## src/hw/srw_pkg.sv

```systemverilog
// Package with constants and types shared by both supervisor ends
// What this block does
// - Reset held low, released 200ms after supply
// - Supply dip below threshold forces reset low
// - Brownout mid-pulse restarts the full 200ms reset
// - Kick needed each timeout; else expired low
// - Watchdog cleared during reset or floating input
// - Watchdog counts once reset released, input driven
// - Short kick pulses count; each edge clears
// - Supply low forces expired output low
// - Floating kick makes expired a low-line flag
// - Manual reset input starts a reset pulse
// - Route expired into manual reset for resets
// - Warn low while sense below 1.2V reference
// - Warn into manual reset resets on sense
// - Expired stays low until watchdog cleared
// - Expired released at once when supply recovers
// - Reset held 200ms after manual reset rises
package srw_pkg;
  // Clock period in picoseconds
  localparam int unsigned CLK_PERIOD_PS = 10000;
  // Internal time base tick period, 1 us
  localparam int unsigned TICK_PERIOD_NS = 1000;
  localparam int unsigned TICK_CYCLES = (TICK_PERIOD_NS * 1000) / CLK_PERIOD_PS;
  // Interval figures as printed
  localparam int unsigned RESET_PULSE_MS = 200;
  localparam int unsigned BROWNOUT_EXT_MS = 100;
  localparam int unsigned WD_TIMEOUT_MS = 1600;
  localparam int unsigned WD_TIMEOUT_MIN_MS = 1000;
  // Tick counts derived from the time base
  localparam int unsigned RESET_TICKS = (RESET_PULSE_MS * 1000000) / TICK_PERIOD_NS;
  localparam int unsigned BROWNOUT_TICKS = (BROWNOUT_EXT_MS * 1000000) / TICK_PERIOD_NS;
  localparam int unsigned WD_TICKS = (WD_TIMEOUT_MS * 1000000) / TICK_PERIOD_NS;
  // Counter widths
  localparam int unsigned TB_W = 8;
  localparam int unsigned CNT_W = 24;
  // Synchroniser depth
  localparam int unsigned SYNC_STAGES = 3;
  // Supervisor reset states
  typedef enum logic [2:0] {
    SRW_RST_LOW = 3'h1,
    SRW_RST_HOLD = 3'h2,
    SRW_RST_RUN = 3'h4
  } srw_rst_state_t;
endpackage : srw_pkg

```

## src/hw/srw_if.sv

```systemverilog
// Interface joining supervisor and processor ends
`timescale 1ns/1ps
interface srw_if;
  logic manual_reset_n; // Active-low manual reset into supervisor
  logic watchdog_kick_in; // Kick level from processor
  logic watchdog_kick_oe; // Processor drives kick while high
  logic reset_n; // Active-low reset to processor
  logic watchdog_expired_n; // Active-low watchdog/low-line output
  logic power_fail_warn_n; // Active-low power-fail warning
  // Supervisor end
  modport dev (
    input manual_reset_n,
    input watchdog_kick_in,
    input watchdog_kick_oe,
    output reset_n,
    output watchdog_expired_n,
    output power_fail_warn_n
  );
  // Processor end
  modport host (
    output manual_reset_n,
    output watchdog_kick_in,
    output watchdog_kick_oe,
    input reset_n,
    input watchdog_expired_n,
    input power_fail_warn_n
  );
endinterface : srw_if

```

## src/hw/srw_dev.sv

```systemverilog
// Supervisor end: reset pulse generator, watchdog and power-fail pass-through
`timescale 1ns/1ps
module srw_dev #(
  parameter int unsigned RESET_TICKS = srw_pkg::RESET_TICKS, // Reset pulse length in ticks
  parameter int unsigned BROWNOUT_TICKS = srw_pkg::BROWNOUT_TICKS, // Brownout extension
  parameter int unsigned WD_TICKS = srw_pkg::WD_TICKS, // Watchdog timeout
  parameter int unsigned TICK_CYCLES = srw_pkg::TICK_CYCLES // Clocks per tick
) (
  input wire logic mclk_i,
  input wire logic resetn_i,
  input wire logic supply_low_i, // Supply comparator, high while below threshold
  input wire logic power_fail_sense_in_i, // High while sense below 1.2V
  srw_if.dev link
);
  // Index of each input in the synchroniser bank
  localparam int unsigned N = 5; // Synchronised inputs
  localparam int unsigned I_SUP = 0;
  localparam int unsigned I_PF = 1;
  localparam int unsigned I_MR = 2;
  localparam int unsigned I_KICK = 3;
  localparam int unsigned I_OE = 4;
  // Terminal counts; every counter starts from zero, hence the minus one
  localparam logic [srw_pkg::CNT_W-1:0] RST_LAST = srw_pkg::CNT_W'(RESET_TICKS - 1);
  localparam logic [srw_pkg::CNT_W-1:0] BO_LAST = srw_pkg::CNT_W'(BROWNOUT_TICKS - 1);
  localparam logic [srw_pkg::CNT_W-1:0] WD_LAST = srw_pkg::CNT_W'(WD_TICKS - 1);
  localparam logic [srw_pkg::TB_W-1:0] TB_LAST = srw_pkg::TB_W'(TICK_CYCLES - 1);

  logic [N-1:0] raw; // Unsynchronised inputs
  logic [N-1:0] filt_q; // Accepted levels
  logic [N-1:0] filt_d; // Next accepted levels
  logic [srw_pkg::SYNC_STAGES-1:0] sync_q [N]; // Per-input chains
  logic [srw_pkg::SYNC_STAGES-1:0] sync_d [N]; // Chains shifted by one
  logic [srw_pkg::TB_W-1:0] tb_q; // Free-running prescaler
  logic [srw_pkg::TB_W-1:0] tb_d; // Prescaler next value
  logic tick_q; // One-cycle tick
  logic tick_d; // Tick next value
  srw_pkg::srw_rst_state_t st_q; // Reset sequencer state
  srw_pkg::srw_rst_state_t st_d; // Sequencer next state
  logic [srw_pkg::CNT_W-1:0] rcnt_q; // Reset pulse counter
  logic [srw_pkg::CNT_W-1:0] rcnt_d; // Reset counter next value
  logic [srw_pkg::CNT_W-1:0] wcnt_q; // Watchdog counter
  logic [srw_pkg::CNT_W-1:0] wcnt_d; // Watchdog counter next value
  logic kick_prev_q; // Kick level last cycle
  logic kick_prev_d; // Kick level to remember
  logic timeout_q; // Sticky watchdog timeout
  logic timeout_d; // Timeout next value
  logic rst_n_q; // Registered reset output
  logic rst_n_d; // Reset output next value
  logic exp_n_q; // Registered expired output
  logic exp_n_d; // Expired output next value
  logic pfw_n_q; // Registered warning output
  logic pfw_n_d; // Warning output next value
  logic sup_low; // Accepted supply-low level
  logic pf_low; // Accepted sense-low level
  logic mr_low; // Accepted manual reset, active high here
  logic kick_lvl; // Accepted kick level
  logic kick_drv; // Kick is driven, not floating
  logic kick_edge; // Either edge on a driven kick

  // Bank of raw inputs, all active high; manual reset is inverted here
  // so that a reset-to-zero filter reads every pin as inactive
  assign raw = {link.watchdog_kick_oe, link.watchdog_kick_in, ~link.manual_reset_n,
    power_fail_sense_in_i, supply_low_i};

  // Three-stage synchroniser per input, change taken when stages 2 and 3 agree
  genvar gi;
  generate
    for (gi = 0; gi < N; gi++) begin : g_sync
      // Shift in the raw pin; stage 0 feeds only stage 1
      assign sync_d[gi] = {sync_q[gi][srw_pkg::SYNC_STAGES-2:0], raw[gi]};
      // Chain registers only
      always_ff @(posedge mclk_i) begin
        if (!resetn_i) begin
          sync_q[gi] <= '0;
        end else begin
          sync_q[gi] <= sync_d[gi];
        end
      end
      // Agreement of stages 2 and 3 absorbs one metastable sample
      assign filt_d[gi] = (sync_q[gi][2] == sync_q[gi][1]) ? sync_q[gi][2] : filt_q[gi];
    end
  endgenerate

  assign sup_low = filt_q[I_SUP];
  assign pf_low = filt_q[I_PF];
  assign mr_low = filt_q[I_MR];
  assign kick_lvl = filt_q[I_KICK];
  assign kick_drv = filt_q[I_OE];
  // Edge after sync; 50ns pulse spans several 10ns clocks
  assign kick_edge = kick_drv & (kick_lvl ^ kick_prev_q);

  // Free-running time base; every interval counts ticks, never raw clocks
  always_comb begin
    tb_d = (tb_q == TB_LAST) ? '0 : tb_q + 1'b1;
    tick_d = (tb_q == TB_LAST);
  end

  // Time base registers
  always_ff @(posedge mclk_i) begin
    if (!resetn_i) begin
      tb_q <= '0;
      tick_q <= 1'b0;
    end else begin
      tb_q <= tb_d;
      tick_q <= tick_d;
    end
  end

  // Reset sequencer: LOW while a cause stands, HOLD while timing, RUN when released
  always_comb begin
    st_d = st_q;
    rcnt_d = rcnt_q;
    case (st_q)
      srw_pkg::SRW_RST_LOW: begin
        // Held while supply low or manual reset low
        rcnt_d = '0;
        if (!sup_low && !mr_low) begin
          st_d = srw_pkg::SRW_RST_HOLD;
        end
      end
      srw_pkg::SRW_RST_HOLD: begin
        if (sup_low || mr_low) begin
          // Brownout mid-pulse: keep at least a further 100ms
          st_d = srw_pkg::SRW_RST_LOW;
          if (sup_low && rcnt_q > RST_LAST - BO_LAST) begin
            rcnt_d = '0;
          end
        end else if (tick_q) begin
          if (rcnt_q >= RST_LAST) begin
            st_d = srw_pkg::SRW_RST_RUN;
          end else begin
            rcnt_d = rcnt_q + 1'b1;
          end
        end
      end
      srw_pkg::SRW_RST_RUN: begin
        rcnt_d = '0;
        if (sup_low || mr_low) begin
          st_d = srw_pkg::SRW_RST_LOW;
        end
      end
      default: begin
        st_d = srw_pkg::SRW_RST_LOW;
        rcnt_d = '0;
      end
    endcase
    // Taken from the next state, so the output flop moves with the state
    rst_n_d = (st_d == srw_pkg::SRW_RST_RUN);
  end

  // Sequencer registers; reset output starts asserted
  always_ff @(posedge mclk_i) begin
    if (!resetn_i) begin
      st_q <= srw_pkg::SRW_RST_LOW;
      rcnt_q <= '0;
      rst_n_q <= 1'b0;
    end else begin
      st_q <= st_d;
      rcnt_q <= rcnt_d;
      rst_n_q <= rst_n_d;
    end
  end

  // Watchdog and outputs
  // A kick edge in the cycle of expiry wins: the processor was still alive,
  // at the cost of one tick of extra grace
  always_comb begin
    kick_prev_d = kick_lvl;
    wcnt_d = wcnt_q;
    timeout_d = timeout_q;
    if (!rst_n_q || !kick_drv || kick_edge) begin
      // Cleared and stopped in reset or when floating
      wcnt_d = '0;
      timeout_d = 1'b0;
    end else if (tick_q && !timeout_q) begin
      // Counts as soon as released and driven
      if (wcnt_q >= WD_LAST) begin
        timeout_d = 1'b1;
      end else begin
        wcnt_d = wcnt_q + 1'b1;
      end
    end
    // Low-line term is combinational from sup_low, so recovery releases at once
    exp_n_d = ~(timeout_d | sup_low);
    pfw_n_d = ~pf_low;
  end

  // Input filter registers; pins read inactive until the chains fill,
  // which is harmless since HOLD cannot finish in those few cycles
  always_ff @(posedge mclk_i) begin
    if (!resetn_i) begin
      filt_q <= '0;
    end else begin
      filt_q <= filt_d;
    end
  end

  // Watchdog and output registers; expired and warning idle high
  always_ff @(posedge mclk_i) begin
    if (!resetn_i) begin
      wcnt_q <= '0;
      kick_prev_q <= 1'b0;
      timeout_q <= 1'b0;
      exp_n_q <= 1'b1;
      pfw_n_q <= 1'b1;
    end else begin
      wcnt_q <= wcnt_d;
      kick_prev_q <= kick_prev_d;
      timeout_q <= timeout_d;
      exp_n_q <= exp_n_d;
      pfw_n_q <= pfw_n_d;
    end
  end

  assign link.reset_n = rst_n_q;
  assign link.watchdog_expired_n = exp_n_q;
  assign link.power_fail_warn_n = pfw_n_q;
endmodule : srw_dev

```

## src/flat_wrapper.sv

```systemverilog
// flat-port wrapper written by rule: the top's interface ports become plain ports
module srw_dev_flat 
#(
  parameter int unsigned RESET_TICKS = srw_pkg::RESET_TICKS,                               
  parameter int unsigned BROWNOUT_TICKS = srw_pkg::BROWNOUT_TICKS,                      
  parameter int unsigned WD_TICKS = srw_pkg::WD_TICKS,                    
  parameter int unsigned TICK_CYCLES = srw_pkg::TICK_CYCLES                   
)
  (mclk_i, resetn_i, supply_low_i, power_fail_sense_in_i, link_manual_reset_n, link_watchdog_kick_in, link_watchdog_kick_oe, link_reset_n, link_watchdog_expired_n, link_power_fail_warn_n);
  srw_if link_i ();
  input wire logic mclk_i;
  input wire logic resetn_i;
  input wire logic supply_low_i;
  input wire logic power_fail_sense_in_i;
  input wire logic [$bits(link_i.manual_reset_n)-1:0] link_manual_reset_n;
  input wire logic [$bits(link_i.watchdog_kick_in)-1:0] link_watchdog_kick_in;
  input wire logic [$bits(link_i.watchdog_kick_oe)-1:0] link_watchdog_kick_oe;
  output wire logic [$bits(link_i.reset_n)-1:0] link_reset_n;
  output wire logic [$bits(link_i.watchdog_expired_n)-1:0] link_watchdog_expired_n;
  output wire logic [$bits(link_i.power_fail_warn_n)-1:0] link_power_fail_warn_n;
  assign link_i.manual_reset_n = link_manual_reset_n;
  assign link_i.watchdog_kick_in = link_watchdog_kick_in;
  assign link_i.watchdog_kick_oe = link_watchdog_kick_oe;
  assign link_reset_n = link_i.reset_n;
  assign link_watchdog_expired_n = link_i.watchdog_expired_n;
  assign link_power_fail_warn_n = link_i.power_fail_warn_n;
  srw_dev #(.RESET_TICKS(RESET_TICKS), .BROWNOUT_TICKS(BROWNOUT_TICKS), .WD_TICKS(WD_TICKS), .TICK_CYCLES(TICK_CYCLES)) u_core (.mclk_i(mclk_i), .resetn_i(resetn_i), .supply_low_i(supply_low_i), .power_fail_sense_in_i(power_fail_sense_in_i), .link(link_i));
endmodule
```

## config.mk

```make
export PLATFORM = sky130hd
export DESIGN_NAME = srw_dev_flat
export DESIGN_NICKNAME = d
export VERILOG_FILES = /design/src/hw/srw_pkg.sv /design/src/hw/srw_if.sv /design/src/hw/srw_dev.sv /design/src/flat_wrapper.sv
export SDC_FILE = /design/constraint.sdc
export NUM_CORES = 1
export LEC_CHECK = 0
export ABC_AREA = 1
export BUFFER_PORTS_ARGS = -buffer_cell sky130_fd_sc_hd__buf_4
export CELL_PAD_IN_SITES_DETAIL_PLACEMENT = 1
export CELL_PAD_IN_SITES_GLOBAL_PLACEMENT = 1
export CORE_UTILIZATION = 50
export CTS_BUF_LIST = sky130_fd_sc_hd__clkbuf_2
export CTS_CLUSTER_DIAMETER = 80
export DETAILED_ROUTE_END_ITERATION = 10
export GPL_ROUTABILITY_DRIVEN = 0
export PLACE_DENSITY_LB_ADDON = 0.05
export RECOVER_POWER = 25
export SYNTH_ARGS = -nofsm -noshare
export SYNTH_HDL_FRONTEND = slang
export SYNTH_SLANG_ARGS = --single-unit
```

## constraint.sdc

```tcl
create_clock -name mclk_i -period 3.4 [get_ports mclk_i]
set_input_delay 0.34 -clock mclk_i [delete_from_list [all_inputs] [get_ports mclk_i]]
set_output_delay 0.34 -clock mclk_i [all_outputs]
set_load 0.02 [all_outputs]
```

==> summary.txt <==
outcome: finished clean
vias per cell: 5.24
WS Path Type: register to register
met1 Track Usage GR: 33.2%
Worst Hold Depth: 3
clk_skew: 0.0282 ns
Mapped Cells: 639
Placement Setup Slack: 1.00 ns
die outline area: 9000 sq um
xor and xnor area share after synthesis: 4.06%
Worst Setup End Kind: register
fin. max-slew vios: 0
layer with the highest usage: met2
Post-Syn Area: 4310 sq um
WL/cell: 14.2 um
sequential power share: 57.4%
GRT met2 Usage: 44.5%
Max Fclk: 410 MHz
number of max-cap violations: 0
Initial Util: 52.0%
Core Region: 8300 sq um
Post-Synth Simple-Gate Area: 37.6%
register area share after synthesis: 39.4%
Vert. Die Dim: 94.9 um
Worst Path Arrival: 2.87 ns
P&R area growth vs syn: 6.67%
Tmin final: 2.44 ns
clk slew on worst S/H paths: 0.26 ns
latest clock arrival within the worst-skew pair: 0.56 ns
Sink Count: 85
fin worst setup slack: 0.962 ns
Setup violations, final: 0
r2r startpoint: u_core.rcnt_q[0]
P_int: 1.33 mW
Least-Margin Pin Slew: 0.904 ns
I/O pins: 10
Fin Setup TNS: 0 ns
mux cell area share after synthesis: 0%
# H-tree levels: 3
share of layout cells above drive strength 1: 8.29%
final WL: 10.8 mm
PD cells: 397 nW/um^2
Post-Synth Adder-Cell Area: 1.39%
RSZ-0062 raised after global routing: false
synthesized area per cell: 6.75 sq um
GRT Total Usage: 26.1%
vias in the first global route: 4052
drt pass-1 iters: 4
Period Utilization, post-route: 71.7%
Hold Path Origin: resetn_i
Critical Path RT: 3.84 ns
Final HPWL DP: 7.89 mm
Die X: 94.9 um
num rows: 33
DP Area: 4400 sq um
synth warn: 0
Synth cell types: 35
Tot Pwr: 1.83 mW
met3 GRT Util: 3.78%
vias: 3961
relative slew slack: 39.5%
first-pass GRT wire length: 18.3 mm
clock root cell: clkbuf_2
combinational family with the most area after synthesis: simple AND/OR/NAND/NOR gates
Startpoint Class: register
Worst Hold Class: primary input to register
final instance area: 4600 sq um
Synth Area in Compound Gates: 8.21%
Residual DRC: 0
syn nets: 650
Logic pwr share: 6.7%
largest net degree at the start of global routing: 25
post-route ant nets: 0
Psw: 0.496 mW
total grt overflow: 0
#FFs+latches synth: 85
number of diodes: 0
Fin. Hold Viols: 0
VDD IR max: 0.350 mV
Final nets: 657
cell depth of the worst flop-to-flop path: 10
Leak: 1.80 nW
CTS tree: done
initial antenna violation count: 0
Crit Path Max Fanout: 22
switching part of the total: 27.1%
CP startpoint: u_core.rcnt_q[0]
Post-CTS Resized: 0
PortBufs: 9
Initial DRC Count: 142
clk buf depth: 2
number of buffers created by CTS: 9
clock power share: 35.9%
## layout by cell type (no fill, tap or decap), types with 2 or more instances in the layout
| master | Yosys | routed |
|---|---|---|
| ha_1 | 4 | 4 |
| nor3b_1 | 5 | 5 |
| xnor2_1 | 5 | 5 |
| nor2_1 | 108 | 108 |
| nand2_2 | 2 | 2 |
| inv_8 | 0 | 2 |
| nand2_1 | 178 | 178 |
| clkinv_1 | 1 | 2 |
| bufinv_16 | 0 | 2 |
| inv_2 | 2 | 2 |
| nand3_1 | 36 | 36 |
| nor3_1 | 12 | 12 |
| nand4_1 | 13 | 13 |
| dlygate4sd3_1 | 0 | 5 |
| inv_6 | 0 | 2 |
| o21ai_0 | 5 | 5 |
| nand3_2 | 12 | 12 |
| clkbuf_4 | 0 | 5 |
| a21oi_2 | 9 | 9 |
| nand3b_1 | 3 | 3 |
| buf_4 | 6 | 5 |
| inv_1 | 72 | 72 |
| o21bai_1 | 3 | 3 |
| xor2_1 | 15 | 15 |
| nor2_2 | 2 | 2 |
| dfxtp_1 | 85 | 85 |
| clkbuf_2 | 0 | 9 |
| a21oi_1 | 40 | 40 |
## layer usage
metal  up-vias  wire, um
met3        14       212
met1      1876      5280
met2        50      5120
li1       2021         -
met5         -         0
met4         0       156
## timing repair
item / CTS / global route
hold buffers: 5 / 0
setup buffers: 0 / 0
hold endpoints to repair: 5 / 0
setup endpoints to repair: 0 / 0
## sequential cells by signal, indices dropped and copies added, names as in the netlist
register,cells
u_core.tb_q,8
u_core.tick_q,1
u_core.sync_q,15
u_core.timeout_q,1
u_core.wcnt_q,24
u_core.link.watchdog_expired_n,1
u_core.rcnt_q,24
u_core.filt_q,5
u_core.link.reset_n,1
u_core.link.power_fail_warn_n,1
u_core.kick_prev_q,1
u_core.st_q,3
## cells by family after synthesis
| group | Yosys count |
|---|---|
| XOR/XNOR | 20 |
| AO/OA/AOI/OAI | 61 |
| adder cells (fa/ha/maj) | 5 |
| flip-flops | 85 |
| AND/OR/NAND/NOR | 374 |
| buffers and inverters | 94 |
## cell usage after synthesis (all sizes together)
master | instances | area, sq um
o21a | 1 | 7.51
ha | 4 | 50.1
nand4 | 13 | 81.3
clkinv | 1 | 3.75
nand3b | 3 | 22.5
nor3 | 12 | 60.1
nor2 | 110 | 418
nand2 | 181 | 692
dfxtp | 85 | 1700
nand3 | 48 | 300
o21bai | 3 | 22.5
a21o | 1 | 7.51
o211ai | 1 | 7.51
o21ai | 6 | 30.0
or2 | 1 | 6.26
xnor2 | 5 | 43.8
buf | 13 | 95.1
a21oi | 49 | 279
nor3b | 5 | 37.5
xor2 | 15 | 131
clkbuf | 6 | 22.5
inv | 74 | 278
maj3 | 1 | 10.0
and3 | 1 | 6.26
## cell type report
type	count	area, sq um
Inverter	75	282
Clock inverter	7	104
Fill cell	1142	3700
Clock buffer	9	45.0
Timing Repair Buffer	15	125
Tap cell	105	131
Multi-Input combinational cell	460	2210
Sequential cell	85	1700
## stage by stage
stage                     util (%)  hold slack, ns  std cells
after CTS                     55.5          0.0327        756
after global routing          55.5          0.0450        756
after detailed placement      53.1           0.404        735
after floorplan                  -           0.379        639
final                         55.5          0.0781        756
after global placement        53.1           0.395        735
## power groups by stage
stage	sequential [mW]	clock (mW)	combinational, mW
global placement	1.07	0	0.112
CTS	1.05	0.674	0.123
global route	1.06	0.709	0.143
floorplan	1.07	0	0.0784
finish	1.05	0.658	0.122
detailed placement	1.07	0	0.118
## final timing paths
kind	endpoint	slack, ns
worst min-delay path	u_core.sync_q[4][1]	0.08
worst min register to register	u_core.sync_q[4][1]	0.41
worst max-delay path	u_core.rcnt_q[8]	0.96
worst max register to register	u_core.rcnt_q[8]	0.96
## worst max-delay path, cell delays in order, from the launching register on
cell and delay (ns):
dfxtp_1 0.49, inv_1 0.12, ha_1 0.21, nand3_1 0.09
nor2_1 0.07, a21oi_1 0.16, nand2_1 0.08, nand2_2 0.40
nand2_2 0.41, nand2_1 0.19, a21oi_2 0.06
(Power assumes the default switching activity.)
